### src/rtl/mp_regs_defines.svh
`ifndef MP_REGS_DEFINES_SVH
`define MP_REGS_DEFINES_SVH

// Register select codes on the register address field
`define REG_ACC        4'h0
`define REG_FLAGS      4'h1
`define REG_DISC_FIRST 4'h2
`define REG_DISC_SEC   4'h3
`define REG_PTR_UPPER  4'h4
`define REG_PTR_LOWER  4'h5
`define REG_EXT_FIRST  4'h6

// Condition flag bit positions
`define FLAG_LINK      0
`define FLAG_SIGN      1
`define FLAG_POS       2
`define FLAG_ZERO      3
`define FLAG_OVF       4
`define FLAG_PAR       5
`define FLAG_EXT_FIRST 6
`define FLAG_EXT_SEC   7

// Reset values
`define PTR_RESET      12'hfff
`define DATA_RESET     8'h00
`define FLAGS_RESET    8'h00

// Timing, in nanoseconds, and derived clock counts (least times round up)
`define CLK_PERIOD_NS  100
`define CYCLE_NS       260
`define JUMP_NS        520
`define CYCLE_CLKS     ((`CYCLE_NS + `CLK_PERIOD_NS - 1) / `CLK_PERIOD_NS)
`define JUMP_CLKS      ((`JUMP_NS + `CLK_PERIOD_NS - 1) / `CLK_PERIOD_NS)

`endif

### src/rtl/mp_regs_pkg.sv
package mp_regs_pkg;

   // Micro-instruction operation classes
   typedef enum logic [3:0] {
      OP_NOP, OP_LIT_R, OP_OR_R, OP_XOR_R, OP_AND_R, OP_ADD, OP_SUB, OP_R_TO_S,
      OP_LIT_S, OP_TEST_XOR, OP_TEST_AND, OP_JUMP, OP_JCOND, OP_INC_R, OP_DEC_R
   } op_t;

   // Sequencer phases
   typedef enum logic {
      SEQ_FETCH, SEQ_EXEC
   } seq_t;

   // Micro-instruction word layout
   typedef struct packed {
      op_t        op;
      logic [3:0] rSel;
      logic [7:0] low;
   } instr_t;

   // Read return bus with its parity line
   typedef struct packed {
      logic       parity;
      logic [7:0] data;
   } rbus_t;

   // Condition flag register layout
   typedef struct packed {
      logic extSec;
      logic extFirst;
      logic par;
      logic ovf;
      logic zero;
      logic pos;
      logic sign;
      logic link;
   } cond_flags_t;

   // Operation stores its result into the named register
   function automatic logic op_writes_reg(op_t op);
      case (op)
         OP_LIT_R, OP_OR_R, OP_XOR_R, OP_AND_R, OP_ADD, OP_SUB, OP_INC_R, OP_DEC_R: op_writes_reg = 1'b1;
         default: op_writes_reg = 1'b0;
      endcase
   endfunction : op_writes_reg

   // Operation takes the named register as an operand
   function automatic logic op_reads_reg(op_t op);
      case (op)
         OP_OR_R, OP_XOR_R, OP_AND_R, OP_ADD, OP_SUB, OP_R_TO_S, OP_TEST_XOR, OP_TEST_AND, OP_INC_R,
         OP_DEC_R: op_reads_reg = 1'b1;
         default: op_reads_reg = 1'b0;
      endcase
   endfunction : op_reads_reg

endpackage : mp_regs_pkg

### src/rtl/scratch_pad.sv
`timescale 1ns/1ps
`default_nettype none
module scratch_pad #(
   parameter int DEPTH = 16,
   parameter int WIDTH = 8
) (
   // Clock
   input  wire logic                     core_clk,
   // Write port
   input  wire logic                     writeEn,
   input  wire logic [$clog2(DEPTH)-1:0] writeAddr,
   input  wire logic [WIDTH-1:0]         writeData,
   // Read port
   input  wire logic [$clog2(DEPTH)-1:0] readAddr,
   output logic      [WIDTH-1:0]         readData
);

   // Refuse shapes the address field cannot reach
   if (DEPTH < 2 || DEPTH != (1 << $clog2(DEPTH)) || WIDTH < 1) begin : g_check
      $error("scratch_pad: DEPTH must be a power of two and WIDTH positive");
   end

   logic [WIDTH-1:0] mem [DEPTH];

   always_ff @(posedge core_clk) begin
      if (writeEn) begin
         mem[writeAddr] <= writeData;
      end
   end

   // Asynchronous read for operand staging
   assign readData = mem[readAddr];

endmodule : scratch_pad
`default_nettype wire

### src/rtl/flag_unit.sv
`timescale 1ns/1ps
`default_nettype none
`include "mp_regs_defines.svh"
module flag_unit import mp_regs_pkg::*; #(
   parameter bit ODD_PARITY = 1'b1
) (
   // Clock and reset
   input  wire logic  core_clk,
   input  wire logic  reset,
   // Instruction outcome
   input  wire logic  commit,
   input  wire logic  arith,
   input  wire logic  logicOp,
   input  wire logic  carry,
   input  wire logic  signIn,
   input  wire logic  overflow,
   input  wire logic  [7:0] result,
   // Parity check of read return bus
   input  wire logic  parCheck,
   input  wire rbus_t readBus,
   // Software write of the flag register
   input  wire logic  writeFlags,
   input  wire logic  [7:0] writeData,
   // Synchronised external conditions
   input  wire logic  [1:0] extCond,
   // Flag register
   output cond_flags_t flags
);

   logic        parErr;
   cond_flags_t base;

   // Bad parity under the selected convention
   assign parErr = ODD_PARITY ? ~(^readBus) : (^readBus);

   // Written value first, operation outcome on top
   always_comb begin
      base = flags;
      if (writeFlags) begin
         base = cond_flags_t'(writeData);
      end
   end

   // Condition bits, one process so the register has a single driver
   always_ff @(posedge core_clk) begin
      if (reset) begin
         flags <= cond_flags_t'(`FLAGS_RESET);
      end else begin
         flags.extFirst <= extCond[0];
         flags.extSec   <= extCond[1];
         if (commit) begin
            flags.link <= base.link;
            flags.sign <= base.sign;
            flags.ovf  <= base.ovf;
            flags.pos  <= base.pos;
            flags.zero <= base.zero;
            if (arith) begin
               flags.link <= carry;
               flags.sign <= signIn;
               flags.ovf  <= overflow;
            end
            if (arith || logicOp) begin
               flags.pos  <= ~result[7] && (result != 8'h00);
               flags.zero <= (result == 8'h00);
            end
            flags.par <= (parCheck && parErr) || base.par;
         end
      end
   end

   property p_par_set;
      @(posedge core_clk) disable iff (reset)
      (commit && parCheck && parErr) |=> flags.par;
   endproperty
   a_par_set: assert property (p_par_set) else $error("parity error flag not set");

   property p_zero_flag;
      @(posedge core_clk) disable iff (reset)
      (commit && (arith || logicOp)) |=> (flags.zero == ($past(result) == 8'h00));
   endproperty
   a_zero_flag: assert property (p_zero_flag) else $error("zero flag wrong");

   property p_link_flag;
      @(posedge core_clk) disable iff (reset)
      (commit && arith) |=> (flags.link == $past(carry));
   endproperty
   a_link_flag: assert property (p_link_flag) else $error("link flag wrong");

   // Parity error seen
   c_par_err: cover property (@(posedge core_clk) disable iff (reset) commit && parCheck && parErr);

endmodule : flag_unit
`default_nettype wire

### src/rtl/microprocessor_register_set.sv
`timescale 1ns/1ps
`default_nettype none
`include "mp_regs_defines.svh"
module microprocessor_register_set import mp_regs_pkg::*; #(
   parameter int CYCLE_CLKS = `CYCLE_CLKS,
   parameter int JUMP_CLKS  = `JUMP_CLKS,
   parameter bit ODD_PARITY = 1'b1
) (
   // Clock and reset
   input  wire logic        core_clk,
   input  wire logic        reset,
   // Program memory
   output logic      [11:0] fetchAddr,
   output logic             fetchInitiate,
   input  wire logic [15:0] instrBus,
   // Register bus
   output logic      [3:0]  regAddr,
   input  wire rbus_t       readBus,
   output logic      [7:0]  resultBus,
   output logic             sinkLine,
   output logic             writeStrobe,
   // Discrete outputs and external conditions
   output logic      [7:0]  discreteFirst,
   output logic      [7:0]  discreteSecond,
   input  wire logic [1:0]  extCondition
);

   // Refuse timings the sequencer cannot serve
   if (CYCLE_CLKS < 3 || JUMP_CLKS < CYCLE_CLKS || JUMP_CLKS > 255) begin : g_check
      $error("microprocessor_register_set: need 3 <= CYCLE_CLKS <= JUMP_CLKS <= 255");
   end

   localparam logic [7:0] CYC_LAST  = 8'(CYCLE_CLKS - 1);
   localparam logic [7:0] JUMP_LAST = 8'(JUMP_CLKS - 1);
   localparam int         EXEC_WAIT = CYCLE_CLKS - 1;
   localparam int         JUMP_WAIT = JUMP_CLKS - 1;

   instr_t      instrSync1_r, instrSync2_r, instr_r;
   rbus_t       readSync1_r, readSync2_r;
   logic [1:0]  extSync1_r, extSync2_r;
   seq_t        state_r;
   logic [11:0] pointer_r, newPtr;
   logic [7:0]  phaseCnt_r, acc_r, discFirst_r, discSecond_r, resultBus_r, execLast;
   logic [7:0]  sOperand, rOperand, addB, resultComb, scratchData;
   logic [3:0]  regAddr_r, scratchAddr;
   logic [8:0]  sum9;
   cond_flags_t flags;
   logic        fetchInit_r, sink_r, strobe_r, scratchWe;
   logic        subtract, writesR, arith, logicOp, overflow, jumpLoad, lastFetch, lastExec;

   // Two-stage synchronisers for the instruction, read bus and external condition inputs
   always_ff @(posedge core_clk) begin
      if (reset) begin
         instrSync1_r <= instr_t'(16'h0000);
         instrSync2_r <= instr_t'(16'h0000);
         readSync1_r  <= rbus_t'(9'h000);
         readSync2_r  <= rbus_t'(9'h000);
         extSync1_r   <= 2'h0;
         extSync2_r   <= 2'h0;
      end else begin
         instrSync1_r <= instr_t'(instrBus);
         instrSync2_r <= instrSync1_r;
         readSync1_r  <= readBus;
         readSync2_r  <= readSync1_r;
         extSync1_r   <= extCondition;
         extSync2_r   <= extSync1_r;
      end
   end

   // Operand selection by register code
   always_comb begin
      case (instr_r.rSel)
         `REG_ACC:        rOperand = acc_r;
         `REG_FLAGS:      rOperand = flags;
         `REG_DISC_FIRST: rOperand = discFirst_r;
         `REG_DISC_SEC:   rOperand = discSecond_r;
         `REG_PTR_UPPER:  rOperand = 8'h00;
         `REG_PTR_LOWER:  rOperand = 8'h00;
         default:         rOperand = readSync2_r.data;
      endcase
   end

   // Adder and result selection
   always_comb begin
      subtract = (instr_r.op == OP_SUB) || (instr_r.op == OP_DEC_R);
      addB     = ((instr_r.op == OP_INC_R) || (instr_r.op == OP_DEC_R)) ? 8'h01 : sOperand;
      sum9     = subtract ? ({1'b0, rOperand} + {1'b0, ~addB} + 9'h001) : ({1'b0, rOperand} + {1'b0, addB});
      overflow = subtract ? ((rOperand[7] != addB[7]) && (sum9[7] != rOperand[7]))
                          : ((rOperand[7] == addB[7]) && (sum9[7] != rOperand[7]));
      case (instr_r.op)
         OP_OR_R:                    resultComb = rOperand | instr_r.low;
         OP_XOR_R, OP_TEST_XOR:      resultComb = rOperand ^ instr_r.low;
         OP_AND_R, OP_TEST_AND:      resultComb = rOperand & instr_r.low;
         OP_ADD, OP_SUB, OP_INC_R,
         OP_DEC_R:                   resultComb = sum9[7:0];
         OP_R_TO_S:                  resultComb = rOperand;
         OP_LIT_R, OP_LIT_S, OP_JUMP: resultComb = instr_r.low;
         default:                    resultComb = 8'h00;
      endcase
      arith   = (instr_r.op == OP_ADD) || (instr_r.op == OP_SUB) || (instr_r.op == OP_INC_R) || (instr_r.op == OP_DEC_R);
      logicOp = (instr_r.op == OP_OR_R) || (instr_r.op == OP_XOR_R) || (instr_r.op == OP_AND_R) ||
                (instr_r.op == OP_TEST_XOR) || (instr_r.op == OP_TEST_AND);
      writesR = op_writes_reg(instr_r.op);
   end

   // Pointer load decode and execution length
   always_comb begin
      jumpLoad = 1'b0;
      newPtr   = pointer_r;
      if (instr_r.op == OP_JUMP) begin
         jumpLoad = 1'b1;
         newPtr   = {resultComb[3:0], acc_r};
      end else if (instr_r.op == OP_JCOND) begin
         jumpLoad = (flags[instr_r.rSel[2:0]] == instr_r.rSel[3]);
         newPtr   = {pointer_r[11:8], instr_r.low};
      end else if (writesR && (instr_r.rSel == `REG_PTR_UPPER)) begin
         jumpLoad = 1'b1;
         newPtr   = {resultComb[3:0], pointer_r[7:0]};
      end else if (writesR && (instr_r.rSel == `REG_PTR_LOWER)) begin
         jumpLoad = 1'b1;
         newPtr   = {pointer_r[11:8], resultComb};
      end
      execLast  = jumpLoad ? JUMP_LAST : CYC_LAST;
      lastFetch = (state_r == SEQ_FETCH) && (phaseCnt_r == CYC_LAST);
      lastExec  = (state_r == SEQ_EXEC) && (phaseCnt_r >= execLast);
   end

   always_ff @(posedge core_clk) begin
      if (reset) begin
         state_r    <= SEQ_EXEC;
         phaseCnt_r <= 8'h00;
      end else begin
         case (state_r)
            SEQ_FETCH: begin
               phaseCnt_r <= lastFetch ? 8'h00 : phaseCnt_r + 8'h01;
               state_r    <= lastFetch ? SEQ_EXEC : SEQ_FETCH;
            end
            SEQ_EXEC: begin
               phaseCnt_r <= lastExec ? 8'h00 : phaseCnt_r + 8'h01;
               state_r    <= lastExec ? SEQ_FETCH : SEQ_EXEC;
            end
            default: begin
               phaseCnt_r <= 8'h00;
               state_r    <= SEQ_FETCH;
            end
         endcase
      end
   end

   always_ff @(posedge core_clk) begin
      if (reset) begin
         pointer_r <= `PTR_RESET;
      end else if (lastExec) begin
         pointer_r <= jumpLoad ? newPtr : pointer_r + 12'h001;
      end
   end

   always_ff @(posedge core_clk) begin
      if (reset) begin
         instr_r   <= instr_t'(16'h0000);
         regAddr_r <= `REG_ACC;
         sink_r    <= 1'b0;
      end else if (lastFetch) begin
         instr_r   <= instrSync2_r;
         regAddr_r <= instrSync2_r.rSel;
         sink_r    <= op_writes_reg(instrSync2_r.op);
      end
   end

   // Initiate spans the fetch; strobe follows execution
   always_ff @(posedge core_clk) begin
      if (reset) begin
         fetchInit_r <= 1'b0;
         strobe_r    <= 1'b0;
         resultBus_r <= `DATA_RESET;
      end else begin
         fetchInit_r <= lastExec ? 1'b1 : (lastFetch ? 1'b0 : fetchInit_r);
         strobe_r    <= lastExec;
         if (lastExec) begin
            resultBus_r <= resultComb;
         end
      end
   end

   always_ff @(posedge core_clk) begin
      if (reset) begin
         acc_r        <= `DATA_RESET;
         discFirst_r  <= `DATA_RESET;
         discSecond_r <= `DATA_RESET;
      end else if (lastExec && writesR) begin
         if (instr_r.rSel == `REG_ACC) begin
            acc_r <= resultComb;
         end
         if (instr_r.rSel == `REG_DISC_FIRST) begin
            discFirst_r <= resultComb;
         end
         if (instr_r.rSel == `REG_DISC_SEC) begin
            discSecond_r <= resultComb;
         end
      end
   end

   // Scratch write port
   assign scratchWe   = lastExec && ((instr_r.op == OP_R_TO_S) || (instr_r.op == OP_LIT_S));
   assign scratchAddr = (instr_r.op == OP_LIT_S) ? instr_r.rSel : instr_r.low[7:4];
   assign scratchData = resultComb;

   scratch_pad #(
      .DEPTH (16),
      .WIDTH (8)
   ) u_scratch (
      .core_clk  (core_clk),
      .writeEn   (scratchWe),
      .writeAddr (scratchAddr),
      .writeData (scratchData),
      .readAddr  (instr_r.low[7:4]),
      .readData  (sOperand)
   );

   flag_unit #(
      .ODD_PARITY (ODD_PARITY)
   ) u_flags (
      .core_clk   (core_clk),
      .reset      (reset),
      .commit     (lastExec),
      .arith      (arith),
      .logicOp    (logicOp),
      .carry      (sum9[8]),
      .signIn     (rOperand[7]),
      .overflow   (overflow),
      .result     (resultComb),
      .parCheck   (op_reads_reg(instr_r.op) && (instr_r.rSel >= `REG_EXT_FIRST)),
      .readBus    (readSync2_r),
      .writeFlags (writesR && (instr_r.rSel == `REG_FLAGS)),
      .writeData  (resultComb),
      .extCond    (extSync2_r),
      .flags      (flags)
   );

   // Outputs straight from flops
   assign fetchAddr      = pointer_r;
   assign fetchInitiate  = fetchInit_r;
   assign regAddr        = regAddr_r;
   assign resultBus      = resultBus_r;
   assign sinkLine       = sink_r;
   assign writeStrobe    = strobe_r;
   assign discreteFirst  = discFirst_r;
   assign discreteSecond = discSecond_r;

   property p_exec_len;
      @(posedge core_clk) disable iff (reset)
      (state_r == SEQ_EXEC && phaseCnt_r == 8'h00 && !jumpLoad) |-> ##EXEC_WAIT lastExec;
   endproperty
   a_exec_len: assert property (p_exec_len) else $error("ordinary execution length wrong");
   property p_jump_len;
      @(posedge core_clk) disable iff (reset)
      (state_r == SEQ_EXEC && phaseCnt_r == 8'h00 && jumpLoad) |-> ##JUMP_WAIT lastExec;
   endproperty
   a_jump_len: assert property (p_jump_len) else $error("jump execution length wrong");
   property p_increment;
      @(posedge core_clk) disable iff (reset)
      (lastExec && !jumpLoad) |=> (fetchAddr == $past(fetchAddr) + 12'h001) && fetchInitiate;
   endproperty
   a_increment: assert property (p_increment) else $error("pointer not incremented before fetch");
   property p_holder;
      @(posedge core_clk) disable iff (reset)
      (state_r == SEQ_EXEC && $past(state_r) == SEQ_EXEC) |-> $stable(instr_r) && $stable(regAddr);
   endproperty
   a_holder: assert property (p_holder) else $error("instruction changed during execution");
   property p_jump_acc;
      @(posedge core_clk) disable iff (reset)
      (lastExec && instr_r.op == OP_JUMP) |=> (fetchAddr[7:0] == $past(acc_r));
   endproperty
   a_jump_acc: assert property (p_jump_acc) else $error("jump low byte not from accumulator");
   property p_upper_write;
      @(posedge core_clk) disable iff (reset)
      (lastExec && writesR && instr_r.rSel == `REG_PTR_UPPER) |=> (fetchAddr[11:8] == $past(resultComb[3:0]));
   endproperty
   a_upper_write: assert property (p_upper_write) else $error("upper pointer part not loaded");
   property p_disc_first;
      @(posedge core_clk) disable iff (reset)
      (lastExec && writesR && instr_r.rSel == `REG_DISC_FIRST) |=> (discreteFirst == $past(resultComb));
   endproperty
   a_disc_first: assert property (p_disc_first) else $error("first discrete output not updated");

   property p_strobe_sink;
      @(posedge core_clk) disable iff (reset)
      (lastExec && writesR) |=> writeStrobe && sinkLine && (resultBus == $past(resultComb));
   endproperty
   a_strobe_sink: assert property (p_strobe_sink) else $error("strobe without sink or result");

   c_jump: cover property (@(posedge core_clk) disable iff (reset) lastExec && instr_r.op == OP_JUMP);
   c_ext_write: cover property (@(posedge core_clk) disable iff (reset) writeStrobe && sinkLine && regAddr >= 4'h6);
   c_cond_taken: cover property (@(posedge core_clk) disable iff (reset) lastExec && instr_r.op == OP_JCOND && jumpLoad);

endmodule : microprocessor_register_set
`default_nettype wire

### config.mk
export PLATFORM = sky130hd
export DESIGN_NAME = microprocessor_register_set
export DESIGN_NICKNAME = d
export VERILOG_FILES = /design/src/rtl/mp_regs_pkg.sv /design/src/rtl/scratch_pad.sv /design/src/rtl/flag_unit.sv /design/src/rtl/microprocessor_register_set.sv
export VERILOG_INCLUDE_DIRS = /design/src /design/src/rtl
export SDC_FILE = /design/constraint.sdc
export NUM_CORES = 1
export LEC_CHECK = 0
export BUFFER_PORTS_ARGS = -buffer_cell sky130_fd_sc_hd__clkbuf_2
export CAP_MARGIN = 0
export CORE_AREA = 2 2 191 193
export CTS_BUF_LIST = sky130_fd_sc_hd__clkbuf_16
export DETAILED_ROUTE_END_ITERATION = 7
export DIE_AREA = 0 0 193 195
export HOLD_SLACK_MARGIN = 0.15
export PLACE_DENSITY = 0.56
export SYNTH_ARGS = -nofsm -noshare
export SYNTH_HDL_FRONTEND = slang
export SYNTH_HIERARCHICAL = 1
export SYNTH_SLANG_ARGS = --single-unit
### constraint.sdc
create_clock -name core_clk -period 11.4 [get_ports core_clk]
set_input_delay 2.28 -clock core_clk [delete_from_list [all_inputs] [get_ports core_clk]]
set_output_delay 2.28 -clock core_clk [all_outputs]
set_load 0.005 [all_outputs]
# After elaboration in Yosys (flattened, before gate mapping)
# Memories as Yosys holds them, arrays and structs flattened. A register that Yosys moved wholly into a read port is not among the register bits.
# Index checks and enable logic that the tools add are counted.
[op_classes] n_addsub=5 order_cmp=3 n_eq_ne=28 n_mux=38 bitwise=7 n_reduce_logical=43
[op_table] cell="$mux 12" count=4
[op_table] cell="$pmux 8 s6" count=1
[op_table] cell="$pmux 8 s5" count=1
[op_table] cell="$mux 8" count=4
[op_table] cell="$eq 4x4->1 const B" count=7
[op_table] cell="$mux 4" count=7
[op_table] cell="$eq 4x3->1 const B" count=6
[op_table] cell="$add 8x8->9" count=2
[op_table] cell="$eq 4x2->1 const B" count=4
[op_table] cell="$pmux 8 s2" count=1
[op_table] cell="$mux 1" count=13
[op_table] cell="$add 12x1->12 const B" count=1
[op_table] cell="$logic_and 1x1->1" count=12
[op_table] cell="$logic_or 1x1->1" count=12
[op_table] cell="$reduce_and 2->1" count=5
[op_table] cell="$add 9x1->9 const B" count=1
[op_table] cell="$mux 9" count=1
[op_table] cell="$reduce_xor 9->1" count=1
[op_table] cell="$add 8x1->8 const B" count=1
[op_table] cell="$and 8x8->8" count=1
[op_table] cell="$eq 4x1->1 const B" count=2
[op_table] cell="$eq 8x2->1 const B" count=1
[op_table] cell="$ge 8x3->1" count=1
[op_table] cell="$logic_not 8->1" count=1
[op_table] cell="24 further kinds" count=34
[word_totals] register_bits=133 ramBits=128 mem_bits_ro=48 input_bits=29 out_inout_bits=43 elab_cells=161 mem_count=4
[mem_list] name="u_scratch.mem" words=16 width=8 rd=1 rd_clocked_by_memory_dff=1 wr=1 line="scratch_pad.sv:23" source="logic [WIDTH-1:0] mem [DEPTH];"
[mem_list] name="(no name shown)" words=16 width=1 rd=1 rd_clocked_by_memory_dff=1 wr=0 line="mp_regs_pkg.sv:49" source="case (op)"
[mem_list] name="(no name shown)" words=16 width=1 rd=1 rd_clocked_by_memory_dff=1 wr=0 line="mp_regs_pkg.sv:41" source="case (op)"
[mem_list] name="(no name shown)" words=16 width=1 rd=1 rd_clocked_by_memory_dff=1 wr=0 line="mp_regs_pkg.sv:41"

# Logic depth before layout (Yosys ltp)
[logic_depth] word_depth=13 ltp_mapped=20 ltp_nobuf=18

# Cells and area by module
# Netlist, hierarchy kept.
[by_module_without_submodules] mod="microprocessor_register_set" n_inst=1 cells_per_inst=800 area_per_inst_um2=6852.8
[by_module_without_submodules] mod="scratch_pad" n_inst=1 cells_per_inst=221 area_per_inst_um2=4987.3
[by_module_without_submodules] mod="flag_unit" n_inst=1 cells_per_inst=50 area_per_inst_um2=435.4

# Worst setup path before layout
# No wires, ideal clock.
[synth_timing] kind="reg2reg" start="register instr_r[4] (netlist name)" end="register u_flags/flags[2] (netlist name)" setup_time_ps=116 arrival_ps=4121 slack_ps=7163 stages_incl_launch_ff=18 period_less_slack_ps=4237 cell_sequence="dfxtp_1 buf_6 buf_4 mux4_2 a22oi_1 nand2_1 nand2b_1 ha_1 fa_1 nor2b_1 o31a_1 a211oi_1 a2111oi_0 nand3_1 or4_1 nor2_1 o311a_2 nor2_1"
[synth_via] elab_chain_len=5 elab_cells_between_ends=7
[synth_rtl] element="start: declaration" line="microprocessor_register_set.sv:38" source="instr_t instrSync1_r, instrSync2_r, instr_r;"
[synth_rtl] element="start signal: assignment" line="microprocessor_register_set.sv:160" source="instr_r <= instr_t'(16'h0000);"
[synth_rtl] element="start signal: assignment" line="microprocessor_register_set.sv:164" source="instr_r <= instrSync2_r;"
[synth_rtl] element="$and 8x8->8 (tied with other cells)" line="microprocessor_register_set.sv:93" source="OP_AND_R, OP_TEST_AND: resultComb = rOperand & instr_r.low;"
[synth_rtl] element="$pmux 8 s6 *" line="microprocessor_register_set.sv:90" source="case (instr_r.op)"
[synth_rtl] element="net resultComb[4]" line="microprocessor_register_set.sv:44" source="logic [7:0] sOperand, rOperand, addB, resultComb, scratchData;"
[synth_rtl] element="$reduce_bool 8->1 *" line="flag_unit.sv:63" source="flags.pos <= ~result[7] && (result != 8'h00);"
[synth_rtl] element="$logic_and 1x1->1 *" line="flag_unit.sv:63"
[synth_rtl] element="$mux 2 *" line="flag_unit.sv:62" source="if (arith || logicOp) begin"
# The timed path passes the listed nets; every way through them passes the cells marked *.
# A chain may end at the register's enable or synchronous reset.

# Worst setup path in the final report
[layout_timing] start="register instr_r[7] (netlist name)" end="register u_flags/flags[2] (netlist name)"
[layout_via] elab_chain_len=5 elab_cells_between_ends=8
[layout_rtl] element="$and 8x8->8 (tied with other cells)" line="microprocessor_register_set.sv:93"
[layout_rtl] element="$pmux 8 s6 *" line="microprocessor_register_set.sv:90"
[layout_rtl] element="$reduce_bool 8->1 or $not 1->1 (tied branches)" line="flag_unit.sv:63"
[layout_rtl] element="$logic_and 1x1->1 *" line="flag_unit.sv:63"
[layout_rtl] element="$mux 2 *" line="flag_unit.sv:62"
# Every way passes the cells marked *; elsewhere a longest branch is shown, timed or not.

==> flow_summary.yaml <==
status:
  status: "finished, final reports clean"
clocking:
  cts_sinks: 264
  hold_buffers: 0
  insertion_delay_ns: 0.55
  cts.root.buffer_cell: "clkbuf_16"
  postCtsSetupBuffers: 0
  numCtsBuffers: 28
  clockBufferDepth: 3
  cts_tree: "done"
  post_cts_resized: 0
  clkTransAtPathRegs_ns: 0.06
  cts_max_level: 1
sta:
  report.final.hold_viol_count: 0
  worstMarginPinSlew_ns: 1.263
  fmax_mhz: 185.3
  setup_viol: 0
  rsz0062_at_grt: "no"
  timing.setup.tns_ns: 0
  finalCritPeriodShare: 0.4733
  fin_crit_ns: 5.395
  clock_skew_ns: 0.01291
  final_max_slew_viol_count: 0
  slew_headroom: 0.1551
routing:
  post_drt_wl_per_cell_um: 20.24
  vias_per_cell: 5.302
  wirelength_um: 32460
  drtPass1Iterations: 5
  drtIter0Drc: 741
  drc_errors: 0
  vias: 8504
  ant_nets: 0
min_path:
  worstHoldPathType: "register to register"
synth:
  synth_nets: 1142
  synth_edf_count: 128
  yosysUniqueCellTypes: 90
  yosysTopAreaCellShare: 0.3131
  yosysTopAreaCell: "edfxtp_1"
  synth_flop_cell: "dfxtp_1"
  ys_ff_latch: 264
  netlist_area_um2: 12280
  synth_cells: 1071
  synthTopCellsByArea: "edfxtp_1 (31%), dfxtp_1 (22%), mux4_2 (4.6%), ha_1 (4.2%), nor2b_1 (3.3%)"
  ys_async_sr_fraction: 0
  syn-mean-instance-area_um2: 11.46
  yosysSeqAreaShare: 0.5349
  ys_warn_count: 6
critical_path:
  crit_family: "simple AND/OR/NAND/NOR gates"
  cp.required_ns: 11.84
  slowest_delay_ns: 0.86
  path_common_cell: "nor2b_1"
  arrival_ns: 5.83
  start_kind: "register"
  path_buf_inv: 1
  endpoint_kind: "register"
  cp_cell_sequence: "nor2b_1 > a22oi_1 > nand2_1 > nand2_1 > ha_1 > nor2b_1 > o31a_1 > o21ai_0 > a21oi_1 > a211oi_2 > mux2i_1 > nor2b_1 > inv_1 > or4_1 > nor2_1 > o311a_2 > nor2_1"
  path_max_fanout: 18
  cp_slowest_cell: "nor2b_1"
  r2r_setup_slack_ns: 6.00
  setup.worst_path.class: "register to register"
grt:
  grtUsageTotal: 0.1725
  grt-ovfl-total: 0
  grt_max_degree: 84
  grt_first_pass_wirelength_um: 49090
  antenna_found_initial: 0
  grt_pass1_vias: 8153
placement:
  dp_hpwl_um: 22410
  place_inst: 1555
  portBuffers: 71
  place.gp.congestion: 0.8822
pwr:
  power.density_nw_per_um2: 165.6
  finalPower_mw: 2.291
  max-vdd-ir-drop_v: 0.00009493
  p_leak_nw: 5.103
final_layout:
  syn2layout_area_growth_pct: 12.70
  mostFrequentLayoutCell: "dfxtp_1"
  finalNetCount: 1195
  final_cell_mix: "dfxtp_1 (135), edfxtp_1 (128), nor2_1 (99)"
  drive_gt1_frac: 0.1601
  final_cells: 1604
  antenna_cells: 0
floorplanning:
  num_io_pins: 72
  die_w_um: 193
  dieArea_um2: 37640
  die_y_um: 195
  core_area_um2: 35400
  rows: 69
  initial_core_util: 0.3468
job:
  max_cap_viol_count: 0
-- state kept, by name, summed over array words and instances, names as in the netlist, named ones only --
| name | cells |
|---|---|
| resultBus | 8 |
| extSync2_r | 2 |
| writeStrobe | 1 |
| fetchAddr | 12 |
| extSync1_r | 2 |
| fetchInitiate | 1 |
| phaseCnt_r | 8 |
| state_r | 1 |
| readSync2_r | 9 |
| instrSync1_r | 16 |
| u_scratch/mem | 128 |
| regAddr | 4 |
| instrSync2_r | 16 |
| writesR | 1 |
| instr_r | 12 |
| u_flags/flags | 8 |
| readSync1_r | 9 |
| discreteFirst | 8 |
| acc_r | 8 |
| sinkLine | 1 |
| discreteSecond | 8 |
-- worst register-to-register path, cell delays in order (launching register included) --
cell,delay [ns]
dfxtp_1,0.60
nor2b_1,0.87
a22oi_1,0.24
nand2_1,0.21
nand2_1,0.12
ha_1,0.34
nor2b_1,0.15
o31a_1,0.28
o21ai_0,0.19
a21oi_1,0.10
a211oi_2,0.18
mux2i_1,0.19
nor2b_1,0.47
inv_1,0.40
or4_1,0.60
nor2_1,0.15
o311a_2,0.16
nor2_1,0.04
-- metal layers --
layer,global-route usage,part of all wire,vias to the layer above
li1,-,-,4019
met1,0.2389,0.44,4143
met2,0.2737,0.46,283
met3,0.02876,0.069,59
met4,0.05836,0.030,0
met5,0,0,-
-- cell families (layout without fill, tap and decap cells) --
logic type / count (synthesis) / in the layout / synth area share
simple gates: 349 / 349 / 0.1432
flops: 264 / 264 / 0.5349
compound gates: 227 / 227 / 0.1314
buf+inv: 115 / 187 / 0.04383
mux: 52 / 52 / 0.08643
fa+ha+maj: 42 / 42 / 0.04342
xor+xnor: 22 / 22 / 0.01682
-- layout make-up --
type / instances / area (um^2)
inverter: 58 / 222.7
fill: 3428 / 21560
sequential: 264 / 6568
clock inverter: 20 / 130.1
clock buffer: 29 / 725.7
tap: 461 / 576.8
multi-input combinational: 692 / 5186
timing repair buffer: 80 / 425.4
-- power breakdown --
part	switching [mW]	leakage, nW	internal (mW)
clock	0.363	0.440	0.482
sequential	0.0661	2.22	1.04
combinational	0.200	2.44	0.142
total	0.629	5.10	1.66
-- worst paths after layout --
kind | depth (start not counted) | start | end
worst max-delay path | 17 | instr_r[7]$_SDFFE_PP0P_ | u_flags/flags[2]$_SDFFE_PP0P_
worst max register to register | 17 | instr_r[7]$_SDFFE_PP0P_ | u_flags/flags[2]$_SDFFE_PP0P_
worst min-delay path | 1 | readSync1_r[6]$_SDFF_PP0_ | readSync2_r[6]$_SDFF_PP0_
worst min register to register | 1 | readSync1_r[6]$_SDFF_PP0_ | readSync2_r[6]$_SDFF_PP0_
-- synthesized netlist by cell type (13+ instances only) --
master    instances
mux4_1           14
xnor2_1          13
nor2_1           99
edfxtp_1        128
nand3_1          21
a211oi_1         31
nor3_1           18
inv_1            52
clkbuf_1         25
nand2_1          81
dfxtp_1         136
a22oi_1          22
mux4_2           25
o21ai_0          39
nor2b_1          64
mux2i_1          13
ha_1             41
buf_2            15
a21oi_1          47
-- per-stage QoR --
step | worst slack [ns] | util | hold slack [ns] | cell area, um^2
floorplan | 7.163 | - | 0.4138 | 12280
global placement | 6.119 | 0.3667 | 0.4163 | 12980
detailed placement | 6.071 | 0.3667 | 0.4204 | 12980
CTS | 6.055 | 0.3908 | 0.4332 | 13830
global route | 5.695 | 0.3908 | 0.4514 | 13830
finish | 6.005 | 0.3908 | 0.4273 | 13830
No activity file was read; power rests on OpenSTA's default activity.
